`src/rtl/bbsl_pkg.sv`:
```
// package of constants and types for the boot block stream loader
// How it works
// - first header word low 16 bits tag
// - second word: address high, count low
// - initialize blocks carry counted 48-bit body words
// - zero blocks have header only, no body
// - decode data-memory zero and initialize tags
// - decode program-memory zero and initialize tags
// - write body or zeros at consecutive addresses
// - headers come through selected boot port
// - tag zero: read final 48-bit word
// - final overwrite of loader region, restore defaults
// - first vector return, run from second
// - set up core state before loading memory
// - booted means internal vector table
// - no-boot: select bit chooses table location
// - select bit ignored when booted, resets 0
package bbsl_pkg;
  // ==========================================================
  // stream word layout
  localparam int WORD_W = 48;
  localparam int TAG_LSB = 0;
  localparam int TAG_W = 16;
  localparam int CNT_LSB = 0;
  localparam int CNT_W = 16;
  localparam int ADDR_LSB = 16;
  localparam int ADDR_W = 32;
  // ==========================================================
  // block tags
  localparam logic [15:0] TAG_FINAL = 16'h0000;
  localparam logic [15:0] TAG_ZDM16 = 16'h0001;
  localparam logic [15:0] TAG_ZDM32 = 16'h0002;
  localparam logic [15:0] TAG_ZDM40 = 16'h0003;
  localparam logic [15:0] TAG_IDM16 = 16'h0004;
  localparam logic [15:0] TAG_IDM32 = 16'h0005;
  localparam logic [15:0] TAG_ZPM16 = 16'h0007;
  localparam logic [15:0] TAG_ZPM32 = 16'h0008;
  localparam logic [15:0] TAG_ZPM40 = 16'h0009;
  localparam logic [15:0] TAG_ZPM48 = 16'h000A;
  localparam logic [15:0] TAG_IPM16 = 16'h000B;
  localparam logic [15:0] TAG_IPM32 = 16'h000C;
  localparam logic [15:0] TAG_IPM48 = 16'h000E;
  localparam logic [15:0] TAG_ZDM64 = 16'h000F;
  localparam logic [15:0] TAG_IDM64 = 16'h0010;
  localparam logic [15:0] TAG_ZPM64 = 16'h0011;
  localparam logic [15:0] TAG_IPM64 = 16'h0012;
  // ==========================================================
  // memory width codes shown on the write port
  localparam logic [2:0] WID_16 = 3'h0;
  localparam logic [2:0] WID_32 = 3'h1;
  localparam logic [2:0] WID_40 = 3'h2;
  localparam logic [2:0] WID_48 = 3'h3;
  localparam logic [2:0] WID_64 = 3'h4;
  // ==========================================================
  // loader region, reset vector, defaults, setup length
  localparam logic [31:0] LDR_BASE_RST = 32'h0002_0000;
  localparam logic [15:0] LDR_LEN_RST = 16'h0100;
  localparam logic [31:0] VEC_FIRST = 32'h0002_0004;
  localparam logic [31:0] VEC_SECOND = 32'h0002_0005;
  localparam logic [47:0] INSTR_RTI = 48'h0A3E_0000_0000;
  localparam logic [31:0] SYSCFG_RST = 32'h0000_0010;
  localparam logic [31:0] DMACTL_RST = 32'h0000_0000;
  localparam logic [31:0] LINKCTL_RST = 32'h0000_0000;
  localparam logic [3:0] SETUP_CYC = 4'h4;
  // ==========================================================
  // register offsets
  localparam logic [3:0] REG_CTRL = 4'h0;
  localparam logic [3:0] REG_STAT = 4'h1;
  localparam logic [3:0] REG_WIDE_LO = 4'h2;
  localparam logic [3:0] REG_WIDE_HI = 4'h3;
  localparam logic [3:0] REG_LDR_BASE = 4'h4;
  localparam logic [3:0] REG_LDR_LEN = 4'h5;
  localparam logic [3:0] REG_SYSCFG = 4'h6;
  localparam int CTRL_START = 0;
  localparam int CTRL_PORT = 1;
  localparam int CTRL_VTSEL = 2;
  localparam int CTRL_NOBOOT = 3;
  // ==========================================================
  // loader states
  typedef enum logic [3:0] {
    ST_IDLE, ST_SETUP, ST_HDR0, ST_HDR1, ST_BODY, ST_ZERO,
    ST_FINWORD, ST_FINVEC, ST_OVER, ST_RESTORE, ST_DONE, ST_ERR
  } bbsl_state_e;
endpackage

```
`src/rtl/bbsl_loader.sv`:
```
// boot block stream loader: header parse, memory writes, final overwrite
`timescale 1ns/1ps
module bbsl_loader #(
  parameter int W = 48
) (
  input wire logic core_clk,
  input wire logic sys_rst,
  input wire logic extValid,
  input wire logic [W-1:0] extData,
  output logic extReady,
  input wire logic lnkValid,
  input wire logic [W-1:0] lnkData,
  output logic lnkReady,
  output logic memWrite,
  output logic memProgram,
  output logic [2:0] memWidth,
  output logic [31:0] memAddr,
  output logic [63:0] memData,
  input wire logic memReady,
  output logic dmaOverwrite,
  output logic setupPulse,
  output logic restorePulse,
  output logic [31:0] systemConfigRegister,
  output logic [31:0] dmaChannelControl,
  output logic [31:0] linkPortControl,
  output logic [47:0] wideTransferRegister,
  output logic vectorTableInternal,
  output logic runApp,
  output logic [31:0] runAddr,
  input wire logic [3:0] regAddr,
  input wire logic [31:0] regWdata,
  input wire logic regWrite,
  input wire logic regRead,
  output logic [31:0] regRdata
);
  typedef struct packed {
    bbsl_pkg::bbsl_state_e st;
    logic [3:0] setupCnt;
    logic [15:0] tag;
    logic [31:0] addr;
    logic [15:0] cnt;
    logic isProg;
    logic [2:0] width;
    logic portSel;
    logic vectorSelect;
    logic noBoot;
    logic errFlag;
    logic doneFlag;
    logic [31:0] ldrBase;
    logic [15:0] ldrLen;
    logic memWrite;
    logic memProgram;
    logic [2:0] memWidth;
    logic [31:0] memAddr;
    logic [63:0] memData;
    logic dmaOverwrite;
    logic setupPulse;
    logic restorePulse;
    logic [31:0] sysCfg;
    logic [31:0] dmaCtl;
    logic [31:0] lnkCtl;
    logic [47:0] wide;
    logic vtInt;
    logic runApp;
    logic [31:0] runAddr;
    logic [31:0] rdata;
  } bbsl_loader_s;
  bbsl_loader_s q, next_q;
  logic muxValid, bufInReady, bufValid, bufReady;
  logic [W-1:0] muxData, bufWord;
  logic [15:0] tagIn;
  logic busy, memFree;

  // ==========================================================
  // boot port path: selector then two-entry buffer
  bbsl_port_mux #(.W(W)) uMux (
    .sel(q.portSel),
    .extValid(extValid),
    .extData(extData),
    .extReady(extReady),
    .lnkValid(lnkValid),
    .lnkData(lnkData),
    .lnkReady(lnkReady),
    .outValid(muxValid),
    .outData(muxData),
    .outReady(bufInReady)
  );
  bbsl_skid #(.W(W)) uBuf (
    .core_clk(core_clk),
    .sys_rst(sys_rst),
    .inValid(muxValid),
    .inReady(bufInReady),
    .inData(muxData),
    .outValid(bufValid),
    .outReady(bufReady),
    .outData(bufWord)
  );

  // ==========================================================
  // a pending memory write blocks the next one until accepted
  assign memFree = !q.memWrite || memReady;
  assign tagIn = bufWord[bbsl_pkg::TAG_LSB +: bbsl_pkg::TAG_W];
  assign busy = (q.st != bbsl_pkg::ST_IDLE) && (q.st != bbsl_pkg::ST_DONE)
    && (q.st != bbsl_pkg::ST_ERR);
  // words are consumed only in states that read the stream
  assign bufReady = memFree && (q.st == bbsl_pkg::ST_HDR0 || q.st == bbsl_pkg::ST_HDR1
    || q.st == bbsl_pkg::ST_BODY || q.st == bbsl_pkg::ST_FINWORD || q.st == bbsl_pkg::ST_OVER);

  // ==========================================================
  // next-state and output logic
  always_comb begin
    next_q = q;
    next_q.setupPulse = 1'b0;
    next_q.restorePulse = 1'b0;
    next_q.rdata = '0;
    if (q.memWrite && memReady) begin
      next_q.memWrite = 1'b0;
    end
    // table location: booted forces internal, no-boot obeys select bit
    next_q.vtInt = q.noBoot ? q.vectorSelect : 1'b1;
    case (q.st)
      bbsl_pkg::ST_IDLE: begin
        next_q.runApp = 1'b0;
      end
      bbsl_pkg::ST_SETUP: begin
        // core set-up runs before any memory is loaded
        next_q.setupCnt = q.setupCnt - 4'h1;
        if (q.setupCnt == 4'h1) begin
          next_q.setupPulse = 1'b1;
          next_q.st = bbsl_pkg::ST_HDR0;
        end
      end
      bbsl_pkg::ST_HDR0: begin
        if (bufValid && bufReady) begin
          next_q.tag = tagIn;
          next_q.st = bbsl_pkg::ST_HDR1;
          case (tagIn)
            bbsl_pkg::TAG_FINAL: begin
              next_q.st = bbsl_pkg::ST_FINWORD;
            end
            bbsl_pkg::TAG_ZDM16, bbsl_pkg::TAG_IDM16: begin
              next_q.isProg = 1'b0;
              next_q.width = bbsl_pkg::WID_16;
            end
            bbsl_pkg::TAG_ZDM32, bbsl_pkg::TAG_IDM32: begin
              next_q.isProg = 1'b0;
              next_q.width = bbsl_pkg::WID_32;
            end
            bbsl_pkg::TAG_ZDM40: begin
              next_q.isProg = 1'b0;
              next_q.width = bbsl_pkg::WID_40;
            end
            bbsl_pkg::TAG_ZDM64, bbsl_pkg::TAG_IDM64: begin
              next_q.isProg = 1'b0;
              next_q.width = bbsl_pkg::WID_64;
            end
            bbsl_pkg::TAG_ZPM16, bbsl_pkg::TAG_IPM16: begin
              next_q.isProg = 1'b1;
              next_q.width = bbsl_pkg::WID_16;
            end
            bbsl_pkg::TAG_ZPM32, bbsl_pkg::TAG_IPM32: begin
              next_q.isProg = 1'b1;
              next_q.width = bbsl_pkg::WID_32;
            end
            bbsl_pkg::TAG_ZPM40: begin
              next_q.isProg = 1'b1;
              next_q.width = bbsl_pkg::WID_40;
            end
            bbsl_pkg::TAG_ZPM48, bbsl_pkg::TAG_IPM48: begin
              next_q.isProg = 1'b1;
              next_q.width = bbsl_pkg::WID_48;
            end
            bbsl_pkg::TAG_ZPM64, bbsl_pkg::TAG_IPM64: begin
              next_q.isProg = 1'b1;
              next_q.width = bbsl_pkg::WID_64;
            end
            default: begin
              next_q.errFlag = 1'b1;
              next_q.st = bbsl_pkg::ST_ERR;
            end
          endcase
        end
      end
      bbsl_pkg::ST_HDR1: begin
        if (bufValid && bufReady) begin
          next_q.addr = bufWord[bbsl_pkg::ADDR_LSB +: bbsl_pkg::ADDR_W];
          next_q.cnt = bufWord[bbsl_pkg::CNT_LSB +: bbsl_pkg::CNT_W];
          if (bufWord[bbsl_pkg::CNT_LSB +: bbsl_pkg::CNT_W] == 16'h0000) begin
            next_q.st = bbsl_pkg::ST_HDR0;
          end else if (q.tag == bbsl_pkg::TAG_IDM16 || q.tag == bbsl_pkg::TAG_IDM32
              || q.tag == bbsl_pkg::TAG_IDM64 || q.tag == bbsl_pkg::TAG_IPM16
              || q.tag == bbsl_pkg::TAG_IPM32 || q.tag == bbsl_pkg::TAG_IPM48
              || q.tag == bbsl_pkg::TAG_IPM64) begin
            next_q.st = bbsl_pkg::ST_BODY;
          end else begin
            next_q.st = bbsl_pkg::ST_ZERO;
          end
        end
      end
      bbsl_pkg::ST_BODY: begin
        // each body word to the next address
        if (bufValid && bufReady) begin
          next_q.memWrite = 1'b1;
          next_q.memProgram = q.isProg;
          next_q.memWidth = q.width;
          next_q.memAddr = q.addr;
          next_q.memData = {16'h0000, bufWord};
          next_q.addr = q.addr + 32'h1;
          next_q.cnt = q.cnt - 16'h1;
          if (q.cnt == 16'h1) begin
            next_q.st = bbsl_pkg::ST_HDR0;
          end
        end
      end
      bbsl_pkg::ST_ZERO: begin
        // zero fill takes no stream words
        if (memFree) begin
          next_q.memWrite = 1'b1;
          next_q.memProgram = q.isProg;
          next_q.memWidth = q.width;
          next_q.memAddr = q.addr;
          next_q.memData = '0;
          next_q.addr = q.addr + 32'h1;
          next_q.cnt = q.cnt - 16'h1;
          if (q.cnt == 16'h1) begin
            next_q.st = bbsl_pkg::ST_HDR0;
          end
        end
      end
      bbsl_pkg::ST_FINWORD: begin
        if (bufValid && bufReady) begin
          next_q.wide = bufWord;
          next_q.st = bbsl_pkg::ST_FINVEC;
        end
      end
      bbsl_pkg::ST_FINVEC: begin
        // park a return at the first vector while the overwrite runs
        if (memFree) begin
          next_q.memWrite = 1'b1;
          next_q.memProgram = 1'b1;
          next_q.memWidth = bbsl_pkg::WID_48;
          next_q.memAddr = bbsl_pkg::VEC_FIRST;
          next_q.memData = {16'h0000, bbsl_pkg::INSTR_RTI};
          next_q.dmaOverwrite = 1'b1;
          next_q.addr = q.ldrBase;
          next_q.cnt = q.ldrLen;
          next_q.st = (q.ldrLen == 16'h0000) ? bbsl_pkg::ST_RESTORE : bbsl_pkg::ST_OVER;
        end
      end
      bbsl_pkg::ST_OVER: begin
        // last transfer: loader region filled from the stream source side
        next_q.st = bbsl_pkg::ST_OVER;
        if (bufValid && bufReady) begin
          next_q.memWrite = 1'b1;
          next_q.memProgram = 1'b1;
          next_q.memWidth = bbsl_pkg::WID_48;
          next_q.memAddr = q.addr;
          next_q.memData = {16'h0000, bufWord};
          next_q.addr = q.addr + 32'h1;
          next_q.cnt = q.cnt - 16'h1;
          if (q.cnt == 16'h1) begin
            next_q.st = bbsl_pkg::ST_RESTORE;
          end
        end
      end
      bbsl_pkg::ST_RESTORE: begin
        if (memFree) begin
          next_q.sysCfg = bbsl_pkg::SYSCFG_RST;
          next_q.dmaCtl = bbsl_pkg::DMACTL_RST;
          next_q.lnkCtl = bbsl_pkg::LINKCTL_RST;
          next_q.dmaOverwrite = 1'b0;
          next_q.restorePulse = 1'b1;
          next_q.runApp = 1'b1;
          next_q.runAddr = bbsl_pkg::VEC_SECOND;
          next_q.doneFlag = 1'b1;
          next_q.st = bbsl_pkg::ST_DONE;
        end
      end
      bbsl_pkg::ST_DONE: begin
        next_q.st = bbsl_pkg::ST_DONE;
      end
      bbsl_pkg::ST_ERR: begin
        next_q.st = bbsl_pkg::ST_ERR;
      end
      default: begin
        next_q.st = bbsl_pkg::ST_IDLE;
      end
    endcase
    // ========================================================
    // register port; port, no-boot and loader region frozen while a boot runs
    if (regWrite) begin
      case (regAddr)
        bbsl_pkg::REG_CTRL: begin
          next_q.vectorSelect = regWdata[bbsl_pkg::CTRL_VTSEL];
          if (!busy) begin
            next_q.portSel = regWdata[bbsl_pkg::CTRL_PORT];
            next_q.noBoot = regWdata[bbsl_pkg::CTRL_NOBOOT];
            if (regWdata[bbsl_pkg::CTRL_START] && !regWdata[bbsl_pkg::CTRL_NOBOOT]) begin
              next_q.st = bbsl_pkg::ST_SETUP;
              next_q.setupCnt = bbsl_pkg::SETUP_CYC;
              next_q.errFlag = 1'b0;
              next_q.doneFlag = 1'b0;
              next_q.runApp = 1'b0;
            end
          end
        end
        bbsl_pkg::REG_LDR_BASE: begin
          if (!busy) begin
            next_q.ldrBase = regWdata;
          end
        end
        bbsl_pkg::REG_LDR_LEN: begin
          if (!busy) begin
            next_q.ldrLen = regWdata[15:0];
          end
        end
        bbsl_pkg::REG_SYSCFG: begin
          next_q.sysCfg = regWdata;
        end
        default: begin
        end
      endcase
    end
    if (regRead) begin
      case (regAddr)
        bbsl_pkg::REG_CTRL: next_q.rdata = {28'h0, q.noBoot, q.vectorSelect, q.portSel, busy};
        bbsl_pkg::REG_STAT: next_q.rdata = {20'h0, 4'(q.st), 5'h0, q.vtInt, q.errFlag,
          q.doneFlag};
        bbsl_pkg::REG_WIDE_LO: next_q.rdata = q.wide[31:0];
        bbsl_pkg::REG_WIDE_HI: next_q.rdata = {16'h0000, q.wide[47:32]};
        bbsl_pkg::REG_LDR_BASE: next_q.rdata = q.ldrBase;
        bbsl_pkg::REG_LDR_LEN: next_q.rdata = {16'h0000, q.ldrLen};
        bbsl_pkg::REG_SYSCFG: next_q.rdata = q.sysCfg;
        default: next_q.rdata = 32'h0000_0000;
      endcase
    end
  end

  // ==========================================================
  // state register
  always_ff @(posedge core_clk or posedge sys_rst) begin
    if (sys_rst) begin
      q <= '0;
      q.st <= bbsl_pkg::ST_IDLE;
      q.ldrBase <= bbsl_pkg::LDR_BASE_RST;
      q.ldrLen <= bbsl_pkg::LDR_LEN_RST;
      q.sysCfg <= bbsl_pkg::SYSCFG_RST;
      q.vectorSelect <= 1'b0;
      q.vtInt <= 1'b1;
    end else begin
      q <= next_q;
    end
  end

  assign memWrite = q.memWrite;
  assign memProgram = q.memProgram;
  assign memWidth = q.memWidth;
  assign memAddr = q.memAddr;
  assign memData = q.memData;
  assign dmaOverwrite = q.dmaOverwrite;
  assign setupPulse = q.setupPulse;
  assign restorePulse = q.restorePulse;
  assign systemConfigRegister = q.sysCfg;
  assign dmaChannelControl = q.dmaCtl;
  assign linkPortControl = q.lnkCtl;
  assign wideTransferRegister = q.wide;
  assign vectorTableInternal = q.vtInt;
  assign runApp = q.runApp;
  assign runAddr = q.runAddr;
  assign regRdata = q.rdata;
endmodule

```
`src/rtl/bbsl_skid.sv`:
```
// two-entry buffer between boot port and loader
`timescale 1ns/1ps
module bbsl_skid #(
  parameter int W = 48
) (
  input wire logic core_clk,
  input wire logic sys_rst,
  input wire logic inValid,
  output logic inReady,
  input wire logic [W-1:0] inData,
  output logic outValid,
  input wire logic outReady,
  output logic [W-1:0] outData
);
  typedef struct packed {
    logic [1:0] cnt;
    logic [W-1:0] e0;
    logic [W-1:0] e1;
  } bbsl_skid_s;
  bbsl_skid_s q, next_q;
  logic push, pop;
  // ==========================================================
  // ready only from registered fill, so the source sees true back-pressure
  assign inReady = (q.cnt != 2'h2);
  assign outValid = (q.cnt != 2'h0);
  assign outData = q.e0;
  assign push = inValid && inReady;
  assign pop = outValid && outReady;
  always_comb begin
    next_q = q;
    if (pop) begin
      next_q.e0 = q.e1;
    end
    if (push) begin
      if (q.cnt == 2'h0 || (q.cnt == 2'h1 && pop)) begin
        next_q.e0 = inData;
      end else begin
        next_q.e1 = inData;
      end
    end
    next_q.cnt = q.cnt + {1'b0, push} - {1'b0, pop};
  end
  always_ff @(posedge core_clk or posedge sys_rst) begin
    if (sys_rst) begin
      q <= '0;
    end else begin
      q <= next_q;
    end
  end
endmodule

```
`src/rtl/bbsl_port_mux.sv`:
```
// selects external or link boot port into the loader path
`timescale 1ns/1ps
module bbsl_port_mux #(
  parameter int W = 48
) (
  input wire logic sel,
  input wire logic extValid,
  input wire logic [W-1:0] extData,
  output logic extReady,
  input wire logic lnkValid,
  input wire logic [W-1:0] lnkData,
  output logic lnkReady,
  output logic outValid,
  output logic [W-1:0] outData,
  input wire logic outReady
);
  // ==========================================================
  // unselected port is held off; it never sees ready
  always_comb begin
    outValid = sel ? lnkValid : extValid;
    outData = sel ? lnkData : extData;
    extReady = !sel && outReady;
    lnkReady = sel && outReady;
  end
endmodule

```
`config.mk`:
```
export PLATFORM = sky130hd
export DESIGN_NAME = bbsl_loader
export DESIGN_NICKNAME = d
export VERILOG_FILES = /design/src/rtl/bbsl_pkg.sv /design/src/rtl/bbsl_loader.sv /design/src/rtl/bbsl_skid.sv /design/src/rtl/bbsl_port_mux.sv
export SDC_FILE = /design/constraint.sdc
export NUM_CORES = 1
export LEC_CHECK = 0
export BUFFER_PORTS_ARGS = -buffer_cell sky130_fd_sc_hd__buf_2
export CORE_UTILIZATION = 50
export DETAILED_ROUTE_END_ITERATION = 7
export PLACE_DENSITY = 0.74
export SYNTH_ARGS = -nofsm -noshare
export SYNTH_HDL_FRONTEND = slang
export SYNTH_SLANG_ARGS = --single-unit
```
`constraint.sdc`:
```
create_clock -name core_clk -period 24.1 [get_ports core_clk]
set_input_delay 7.23 -clock core_clk [delete_from_list [all_inputs] [get_ports core_clk]]
set_output_delay 7.23 -clock core_clk [all_outputs]
set_load 0.02 [all_outputs]
```
# After elaboration in Yosys (flattened, before gate mapping)
# Index checks and enable logic that the tools add are counted.
dict set report word_totals {
  ff_bits 446
  input_bits 139
  output_inout_bits 316
  wordCells 218
}
dict set report classes {
  addsub 5
  eq_ne 53
  muxes 69
  bitwise 2
  reduce_logical 58
}
# operator count
set op_table {}
lappend op_table {{101-bit case mux with 4 select lines} 1}
lappend op_table {{48-bit 2-to-1 mux} 8}
lappend op_table {{101-bit 2-to-1 mux} 3}
lappend op_table {{32-bit case mux with 7 select lines} 1}
lappend op_table {{97-bit 2-to-1 mux} 2}
lappend op_table {{48-bit case mux with 4 select lines} 1}
lappend op_table {{16-bit by 4-bit == test with 1-bit output (second input constant)} 10}
lappend op_table {{32-bit 2-to-1 mux} 5}
lappend op_table {{102-bit 2-to-1 mux} 1}
lappend op_table {{96-bit 2-to-1 mux} 1}
lappend op_table {{16-bit by 3-bit == test with 1-bit output (second input constant)} 5}
lappend op_table {{16-bit by 5-bit == test with 1-bit output (second input constant)} 5}
lappend op_table {{50-bit 2-to-1 mux} 1}
lappend op_table {{4-bit case mux with 12 select lines} 1}
lappend op_table {{4-bit 2-to-1 mux} 10}
lappend op_table {{4-bit case mux with 9 select lines} 1}
lappend op_table {{33-bit 2-to-1 mux} 1}
lappend op_table {{32-bit by 1-bit adder with 32-bit output (second input constant)} 1}
lappend op_table {{16-bit by 1-bit == test with 1-bit output (second input constant)} 2}
lappend op_table {{16-bit by 2-bit == test with 1-bit output (second input constant)} 2}
lappend op_table {{16-bit zero test} 2}
lappend op_table {{16-bit 2-to-1 mux} 2}
lappend op_table {{8-bit 2-to-1 mux} 4}
lappend op_table {{4-bit by 3-bit == test with 1-bit output (second input constant)} 7}
lappend op_table {{31 further kinds} 110}

# Depth between registers and ports, before layout
# Gate-level depths: netlist of the first run.
dict set report depth {
  depth_word 15
  mapped_depth 14
  mapped_depth_nobuf 10
}

# By module
# From an unflattened synthesis of the first run, not the netlist that was laid out.
dict set report hier_totals {
  cells_unflattened 2010
  area_unflattened_um2 22823.1
}
# mod n_inst cells_each area_each_um2 seq_area_each_um2
set by_module_without_submodules {}
lappend by_module_without_submodules {bbsl_loader 1 1632 17340.4 8313.0}
lappend by_module_without_submodules {bbsl_skid 1 321 4631.9 2452.4}
lappend by_module_without_submodules {bbsl_port_mux 1 57 850.8 0.0}

# Worst setup path after synthesis of the first run
# Ideal clock, no wire load.
dict set report synth_timing {
  path_type {input to register}
  start {in memReady}
  end {reg uBuf.q[97] in the netlist's numbering}
  setup_time_ns 0.125
  t_arrival_ns 9.140
  t_required_ns 23.975
  setup_slack_ns 14.835
  cell_stages 12
  path_buffers 3
  cell_sequence {nor2b_1 -> clkbuf_1 -> nor2_1 -> nand2_1 -> buf_2 -> buf_2 -> inv_1 -> ha_1 -> inv_1 -> ha_1 -> xnor2_1 -> xnor2_1}
}
# item line_no
set synth_rtl {}
lappend synth_rtl {{start: declaration} bbsl_loader.sv:19} ;# input wire logic memReady,
lappend synth_rtl {{end signal: assignment} bbsl_skid.sv:47} ;# q <= next_q;
lappend synth_rtl {{end: declaration} bbsl_skid.sv:20} ;# bbsl_skid_s q, next_q;

# Final worst setup path of the first run
dict set report layout_timing {
  start {in memReady}
  end {reg q[402] in the netlist's numbering}
}
dict set report layout_via {
  elab_chain_len 5
  elab_cells_between_ends 8
  cone_classes {4 x eq/ne; 4 x reduce/logical}
}
# item line_no
set layout_rtl {}
lappend layout_rtl {{1-bit logical OR (*)} bbsl_loader.sv:101} ;# assign memFree = !q.memWrite || memReady;
lappend layout_rtl {{1-bit logical AND} bbsl_loader.sv:106} ;# assign bufReady = memFree && (q.st == bbsl_pkg::ST_HDR0 || q.st == bbsl_pkg::ST_HDR1
lappend layout_rtl {{1-bit logical AND} {bbsl_loader.sv:185, bbsl_loader.sv:202, bbsl_loader.sv:253}}
lappend layout_rtl {{2-bit by 1-bit != test with 1-bit output (no source line)} n/a}
lappend layout_rtl {{5-bit AND reduction (no source line) (*)} n/a}
lappend layout_rtl {{end signal: assignment} bbsl_loader.sv:351} ;# q <= next_q;
lappend layout_rtl {{end: declaration} bbsl_loader.sv:68} ;# bbsl_loader_s q, next_q;
# Mark *: on every way between the ends. The rest lies on a longest branch, timed or not.
# A chain may end at the register's enable or synchronous reset.

==> impl_metrics.json, run 1 <==
{
  "status": "completed",
  "ys_top_cells_by_area": "dfrtp_1 49%, buf_4 11%, mux2_2 6.3%",
  "path_cells": "buf_2, nand2b_1, nand3_2, buf_4, nand2b_1, nor2_2, buf_4, o21ai_0, o21ai_0",
  "syn_area_per_cell_um2": 10.4,
  "startpoint_type": "input pin",
  "clockBufferDepth": 3,
  "crit_type": "in2reg",
  "seq_power_share": 0.402,
  "internal_power_mw": 2.05,
  "grt_overflow": 0,
  "wl_per_cell_um": 23.2,
  "gp_congestion": 0.928,
  "r2r_cells": 7,
  "tightest_slew_ns": 1.32,
  "cts.clk_slew.worst_paths_ns": 0.06,
  "portBuffers": 345,
  "totalPowerFinal_mw": 3.62,
  "ys_seq_area_frac": 0.493,
  "synthesis.area_um2": 21900,
  "swShare": 0.434,
  "endpoint": "q[402]",
  "coreArea_um2": 43100,
  "final_common_cell": "dfrtp_1",
  "post_cts_buffers": 0,
  "regToRegSetupSlack_ns": 20.34,
  "stdcell_count": 2813,
  "skew_ns": 0.0137,
  "track_usage": 0.292,
  "ys_warn_count": 0,
  "finalHoldViolCount": 0,
  "drive_above_1_share": 0.275,
  "met3_usage": 0.0682,
  "combPwrFrac": 0.392,
  "ys_ff_latch": 430,
  "synth_edf_count": 0,
  "numCtsBuffers": 46,
  "synthFlopType": "dfrtp_1",
  "vias": 16503,
  "p_leak_nw": 11.5,
  "hold_buffers": 0,
  "drc_errors": 0,
  "cp.buffers_inverters": 3,
  "final_design_area_no_fill_um2": 23700,
  "ctsResizeCount": 0,
  "final-max-slew-violation-count": 0,
  "ios": 455,
  "drv_cap": 0,
  "routed_via_density": 5.87,
  "area_growth_pct": 8.50,
  "cts_tree": "yes",
  "endpoint_kind": "register",
  "initial_core_util": 0.507,
  "crit_family": "simple AND/OR/NAND/NOR gates",
  "drtIter0Drc": 1837,
  "cp.arrival_ns": 10.08,
  "use_met1": 0.405,
  "p_sw_mw": 1.57,
  "pwr-share-clk": 0.207,
  "place_hpwl_um": 45700,
  "required_ns": 24.59,
  "slowest_stage": "nand2b_1",
  "synth_area_leader_cell": "dfrtp_1",
  "hold_path_class": "reg2reg",
  "wl_um": 65200,
  "cts_max_level": 2,
  "die_x_um": 211,
  "fin_nets": 2334,
  "cts_sinks": 430,
  "max_slew_margin": 0.118,
  "clock_latency_ns": 0.58,
  "placedCellCount": 2725,
  "rsz0062_at_grt": "no",
  "firstDrtPassIters": 8,
  "netlist_instances": 2100,
  "antenna_found_initial": 6,
  "fp.dieArea_um2": 44600,
  "met2_usage": 0.438,
  "grt_pass1_wl_um": 98800,
  "yosys.area.top_type_share": 0.488,
  "tns_ns": 0,
  "busiest_layer": "met2",
  "place_ws_ns": 13.94,
  "final_antenna_net_count": 0,
  "grt_pass1_vias": 15882,
  "worst-path-stages": 9,
  "fmaxAchievable_mhz": 104,
  "cts_root_buf": "clkbuf_16",
  "cp_max_fo": 59,
  "placementRows": 76,
  "setup_violations": 0,
  "rr_endpoint": "q[402]",
  "async_flop_share": 1.00,
  "post_dp_cell_area_um2": 22100,
  "grt_max_degree": 189,
  "r2r_start": "q[441]",
  "worst_slack_ns": 14.51,
  "ys_types": 76,
  "period_minus_slack_ns": 9.59,
  "p_per_area_nw_per_um2": 153,
  "max_stage_delay_ns": 0.74,
  "vdd.ir_drop.worst_uv": 84.2,
  "crit_path_start": "memReady",
  "final_cell_mix": "425 x dfrtp_1, 345 x buf_2, 213 x nand2_1, 136 x mux2i_1, 124 x o21ai_0",
  "dieHeight_um": 211,
  "min_period_over_period": 0.398
}
## cells in the mapped netlist, drive strengths merged, types with 24 or more instances
master  instances
dfrtp         426
buf           344
nand2         214
mux2i         136
o21ai         126
mux2          123
nor2          108
a21oi          99
clkbuf         98
nand3          46
a22o           44
a222oi         40
nor3           38
nor4           27
a22oi          26
inv            24
## power groups by stage
stage	clock (mW)	combinational (mW)	sequential, mW
floorplan	0	1.26	1.24
global placement	0	1.37	1.43
detailed placement	0	1.41	1.45
CTS	0.754	1.42	1.44
global route	0.783	1.55	1.48
finish	0.749	1.42	1.45
## cell type report
type | count | area [um2]
inverter | 24 | 97.6
timing repair buffer | 374 | 1960
antenna | 4 | 10.0
fill | 3732 | 19400
multi-input combinational | 1312 | 8580
clock inverter | 24 | 289
tap | 585 | 732
sequential | 430 | 10800
clock buffer | 60 | 1280
## worst min-delay path by stage
stage | start | slack, ns | to | depth (start not counted)
floorplan | q[364] | 0.40 | vectorTableInternal | 1
global placement | q[364] | 0.42 | vectorTableInternal | 1
detailed placement | q[364] | 0.42 | vectorTableInternal | 1
CTS | q[364] | 0.43 | vectorTableInternal | 1
global route | q[364] | 0.45 | vectorTableInternal | 1
finish | q[364] | 0.44 | vectorTableInternal | 1
## through the flow
stage,utilization,hold slack (ns)
after floorplan,-,0.395
after global placement,0.514,0.420
after detailed placement,0.514,0.423
after CTS,0.550,0.431
after global routing,0.550,0.454
final,0.551,0.441
## state kept, by name, indices dropped and copies added (netlist names)
signal,cells
q,129
vectorTableInternal,1
uBuf.q,50
regRdata,32
uBuf.outData,48
dmaOverwrite,1
setupPulse,1
memData,48
runApp,1
memProgram,1
systemConfigRegister,32
restorePulse,1
wideTransferRegister,48
runAddr,1
memWrite,1
memWidth,3
memAddr,32
## kinds of logic (layout without fill, tap and decap cells)
family	after synthesis	in the layout	synth area share
compound gates	439	439	0.135
mux	259	259	0.126
buf+inv	466	482	0.138
flops	430	430	0.493
simple gates	489	489	0.101
other cells	1	113	0.000172
fa+ha+maj	7	7	0.00401
xor+xnor	9	9	0.00361
## per-layer routing
metal  vias to the layer above  routed length [um]  part of all wire
met5                         -                   0                 0
met4                         0                2640             0.040
met3                       149                6530              0.10
met2                       919               29300              0.45
met1                      8185               26700              0.41
li1                       7250                   -                 -
Power figures use the tool's default switching activity.
==> run 2: changes to the inputs <==
- ABC_AREA: not set -> 1
- PLACE_DENSITY: 0.74 -> 0.76
- clock period: 24.1 -> 8 ns (I/O delays scaled with it)
==> impl_metrics.json, run 2 <==
{
  "regToRegSetupSlack_ns": 4.21,
  "cp_max_fo": 97,
  "rr_endpoint": "q[399]",
  "crit_family": "simple AND/OR/NAND/NOR gates",
  "p_sw_mw": 4.64,
  "clock_latency_ns": 0.59,
  "fmaxAchievable_mhz": 192,
  "hold_path_class": "reg2reg",
  "status": "completed",
  "totalPowerFinal_mw": 10.2,
  "r2r_start": "q[441]",
  "antenna_found_initial": 1,
  "swShare": 0.456,
  "placedCellCount": 3640,
  "antennaDiodeCount": 0,
  "ios": 455,
  "stdcell_count": 3723,
  "netlist_instances": 2998,
  "fp.dieArea_um2": 46900,
  "crit_type": "in2reg",
  "portBuffers": 345,
  "wl_um": 72300,
  "cts_max_level": 2,
  "setup_violations": 0,
  "top_regs": "q x129, uBuf.q x50",
  "cts_tree": "yes",
  "pwr-share-clk": 0.216,
  "die_x_um": 217,
  "yosys.area.top_type_share": 0.463,
  "final_cell_mix": "1010 x nand2_1, 425 x dfrtp_1, 345 x buf_2, 289 x inv_1, 272 x o21ai_0",
  "track_usage": 0.307,
  "crit_top_cell": "nand2_1",
  "routed_via_density": 5.31,
  "seq_power_share": 0.359,
  "required_ns": 8.50,
  "final-max-slew-violation-count": 0,
  "cp.arrival_ns": 5.70,
  "ctsResizeCount": 0,
  "fin_nets": 3234,
  "clockBufferDepth": 3,
  "worst-path-stages": 12,
  "area_growth_pct": 7.49,
  "final_common_cell": "nand2_1",
  "place_hpwl_um": 53100,
  "finalHoldViolCount": 0,
  "fill_cells": 4417,
  "ys_seq_area_frac": 0.467,
  "grt_overflow": 0,
  "placementRows": 78,
  "seq_area_um2": 10800,
  "largest_register": "q",
  "final_design_area_no_fill_um2": 24800,
  "cts.clk_slew.worst_paths_ns": 0.06,
  "initial_core_util": 0.508,
  "internal_power_mw": 5.54,
  "endpoint_kind": "register",
  "syn_area_per_cell_um2": 7.68,
  "hold_buffers": 0,
  "drc_errors": 0,
  "yosysMostFrequentCell": "nand2_1",
  "drive_above_1_share": 0.152,
  "path_cells": "buf_2, inv_1, nand2_1, inv_1, nor2_4, nand2_4, nand2_1, nand2_1, nor2_4, buf_4, nand2_1, o21ai_1",
  "tightest_slew_ns": 1.15,
  "cp.buffers_inverters": 4,
  "combPwrFrac": 0.425,
  "r2r_cells": 11,
  "post-route-util": 0.546,
  "ys_top_cells_by_area": "dfrtp_1 46%, nand2_1 16%, buf_4 10%",
  "vdd.ir_drop.worst_uv": 194,
  "numCtsBuffers": 46,
  "grt_pass1_vias": 18386,
  "max_slew_margin": 0.234,
  "min_period_over_period": 0.650,
  "post_cts_buffers": 0,
  "grt_pass1_wl_um": 110000,
  "crit_path_start": "memReady",
  "synth_edf_count": 0,
  "cts_root_buf": "clkbuf_16",
  "period_minus_slack_ns": 5.20,
  "cts_sinks": 430,
  "gp_congestion": 0.960,
  "largest_reg_flops": 129,
  "rsz0062_at_grt": "no",
  "endpoint": "q[399]",
  "synth_area_leader_cell": "dfrtp_1",
  "p_per_area_nw_per_um2": 411,
  "wl_per_cell_um": 19.4,
  "vias": 19782,
  "startpoint_type": "input pin",
  "ys_types": 42,
  "multi_input_area_um2": 8680,
  "async_flop_share": 1.00,
  "drtIter0Drc": 2031,
  "synthTopCellsByCount": "1011 x nand2_1, 426 x dfrtp_1, 315 x buf_4, 290 x inv_1, 272 x o21ai_0",
  "coreArea_um2": 45400,
  "p_leak_nw": 13.1,
  "synthesis.area_um2": 23000,
  "drv_cap": 0,
  "final_antenna_net_count": 0,
  "max_stage_delay_ns": 0.80,
  "post_dp_cell_area_um2": 23200,
  "dieHeight_um": 217,
  "slowest_stage": "nor2_4",
  "synthFlopType": "dfrtp_1",
  "whs_ns": 0.408,
  "skew_ns": 0.0255,
  "ys_warn_count": 0,
  "holdPathStages": 1,
  "ys_ff_latch": 430,
  "firstDrtPassIters": 7,
  "grt_max_degree": 170
}
run 2: final cells by class:
type                       instances  share of cell area
sequential                       430               0.435
clock inverter                    19             0.00940
inverter                         301              0.0458
tap                              600              0.0303
multi-input combinational       1946               0.350
timing repair buffer             363              0.0762
clock buffer                      64              0.0529
run 2: how the worst min path moves through the flow:
stage / slack, ns / endpoint / startpoint
final: 0.41 / vectorTableInternal / q[364]
after global routing: 0.44 / vectorTableInternal / q[364]
after CTS: 0.41 / vectorTableInternal / q[364]
after detailed placement: 0.41 / vectorTableInternal / q[364]
after global placement: 0.39 / vectorTableInternal / q[364]
after floorplan: 0.38 / vectorTableInternal / q[364]
run 2: metrics by stage:
step                      setup TNS [ns]  setup slack (ns)
after floorplan                   -86.10            -0.202
final                                  0              2.80
after global routing                   0              2.45
after global placement                 0              2.28
after detailed placement               0              2.23
after CTS                              0              2.84
run 2: metal layers:
layer	vias up	part of all wire	global-route usage
li1	9290	-	-
met1	9321	0.43	0.432
met2	990	0.44	0.461
met3	179	0.087	0.0578
met4	2	0.044	0.139
met5	-	0.00014	0
run 2: kinds of logic (layout without fill, tap and decap cells):
| logic type | Yosys count | after routing | synth area share |
|---|---|---|---|
| flops | 430 | 430 | 0.467 |
| fa+ha+maj | 7 | 7 | 0.00380 |
| other cells | 1 | 109 | 0.000163 |
| compound gates | 498 | 498 | 0.124 |
| simple gates | 1326 | 1326 | 0.229 |
| xor+xnor | 6 | 6 | 0.00228 |
| buf+inv | 730 | 747 | 0.174 |
run 2: power groups by stage:
stage	clock (mW)	sequential, mW	combinational [mW]
6_report	2.20	3.65	4.33
5_1_grt	2.30	3.73	4.84
4_1_cts	2.22	3.63	4.30
3_5_place_dp	0	3.65	4.28
3_3_place_gp	0	3.64	4.20
2_1_floorplan	0	3.42	3.52
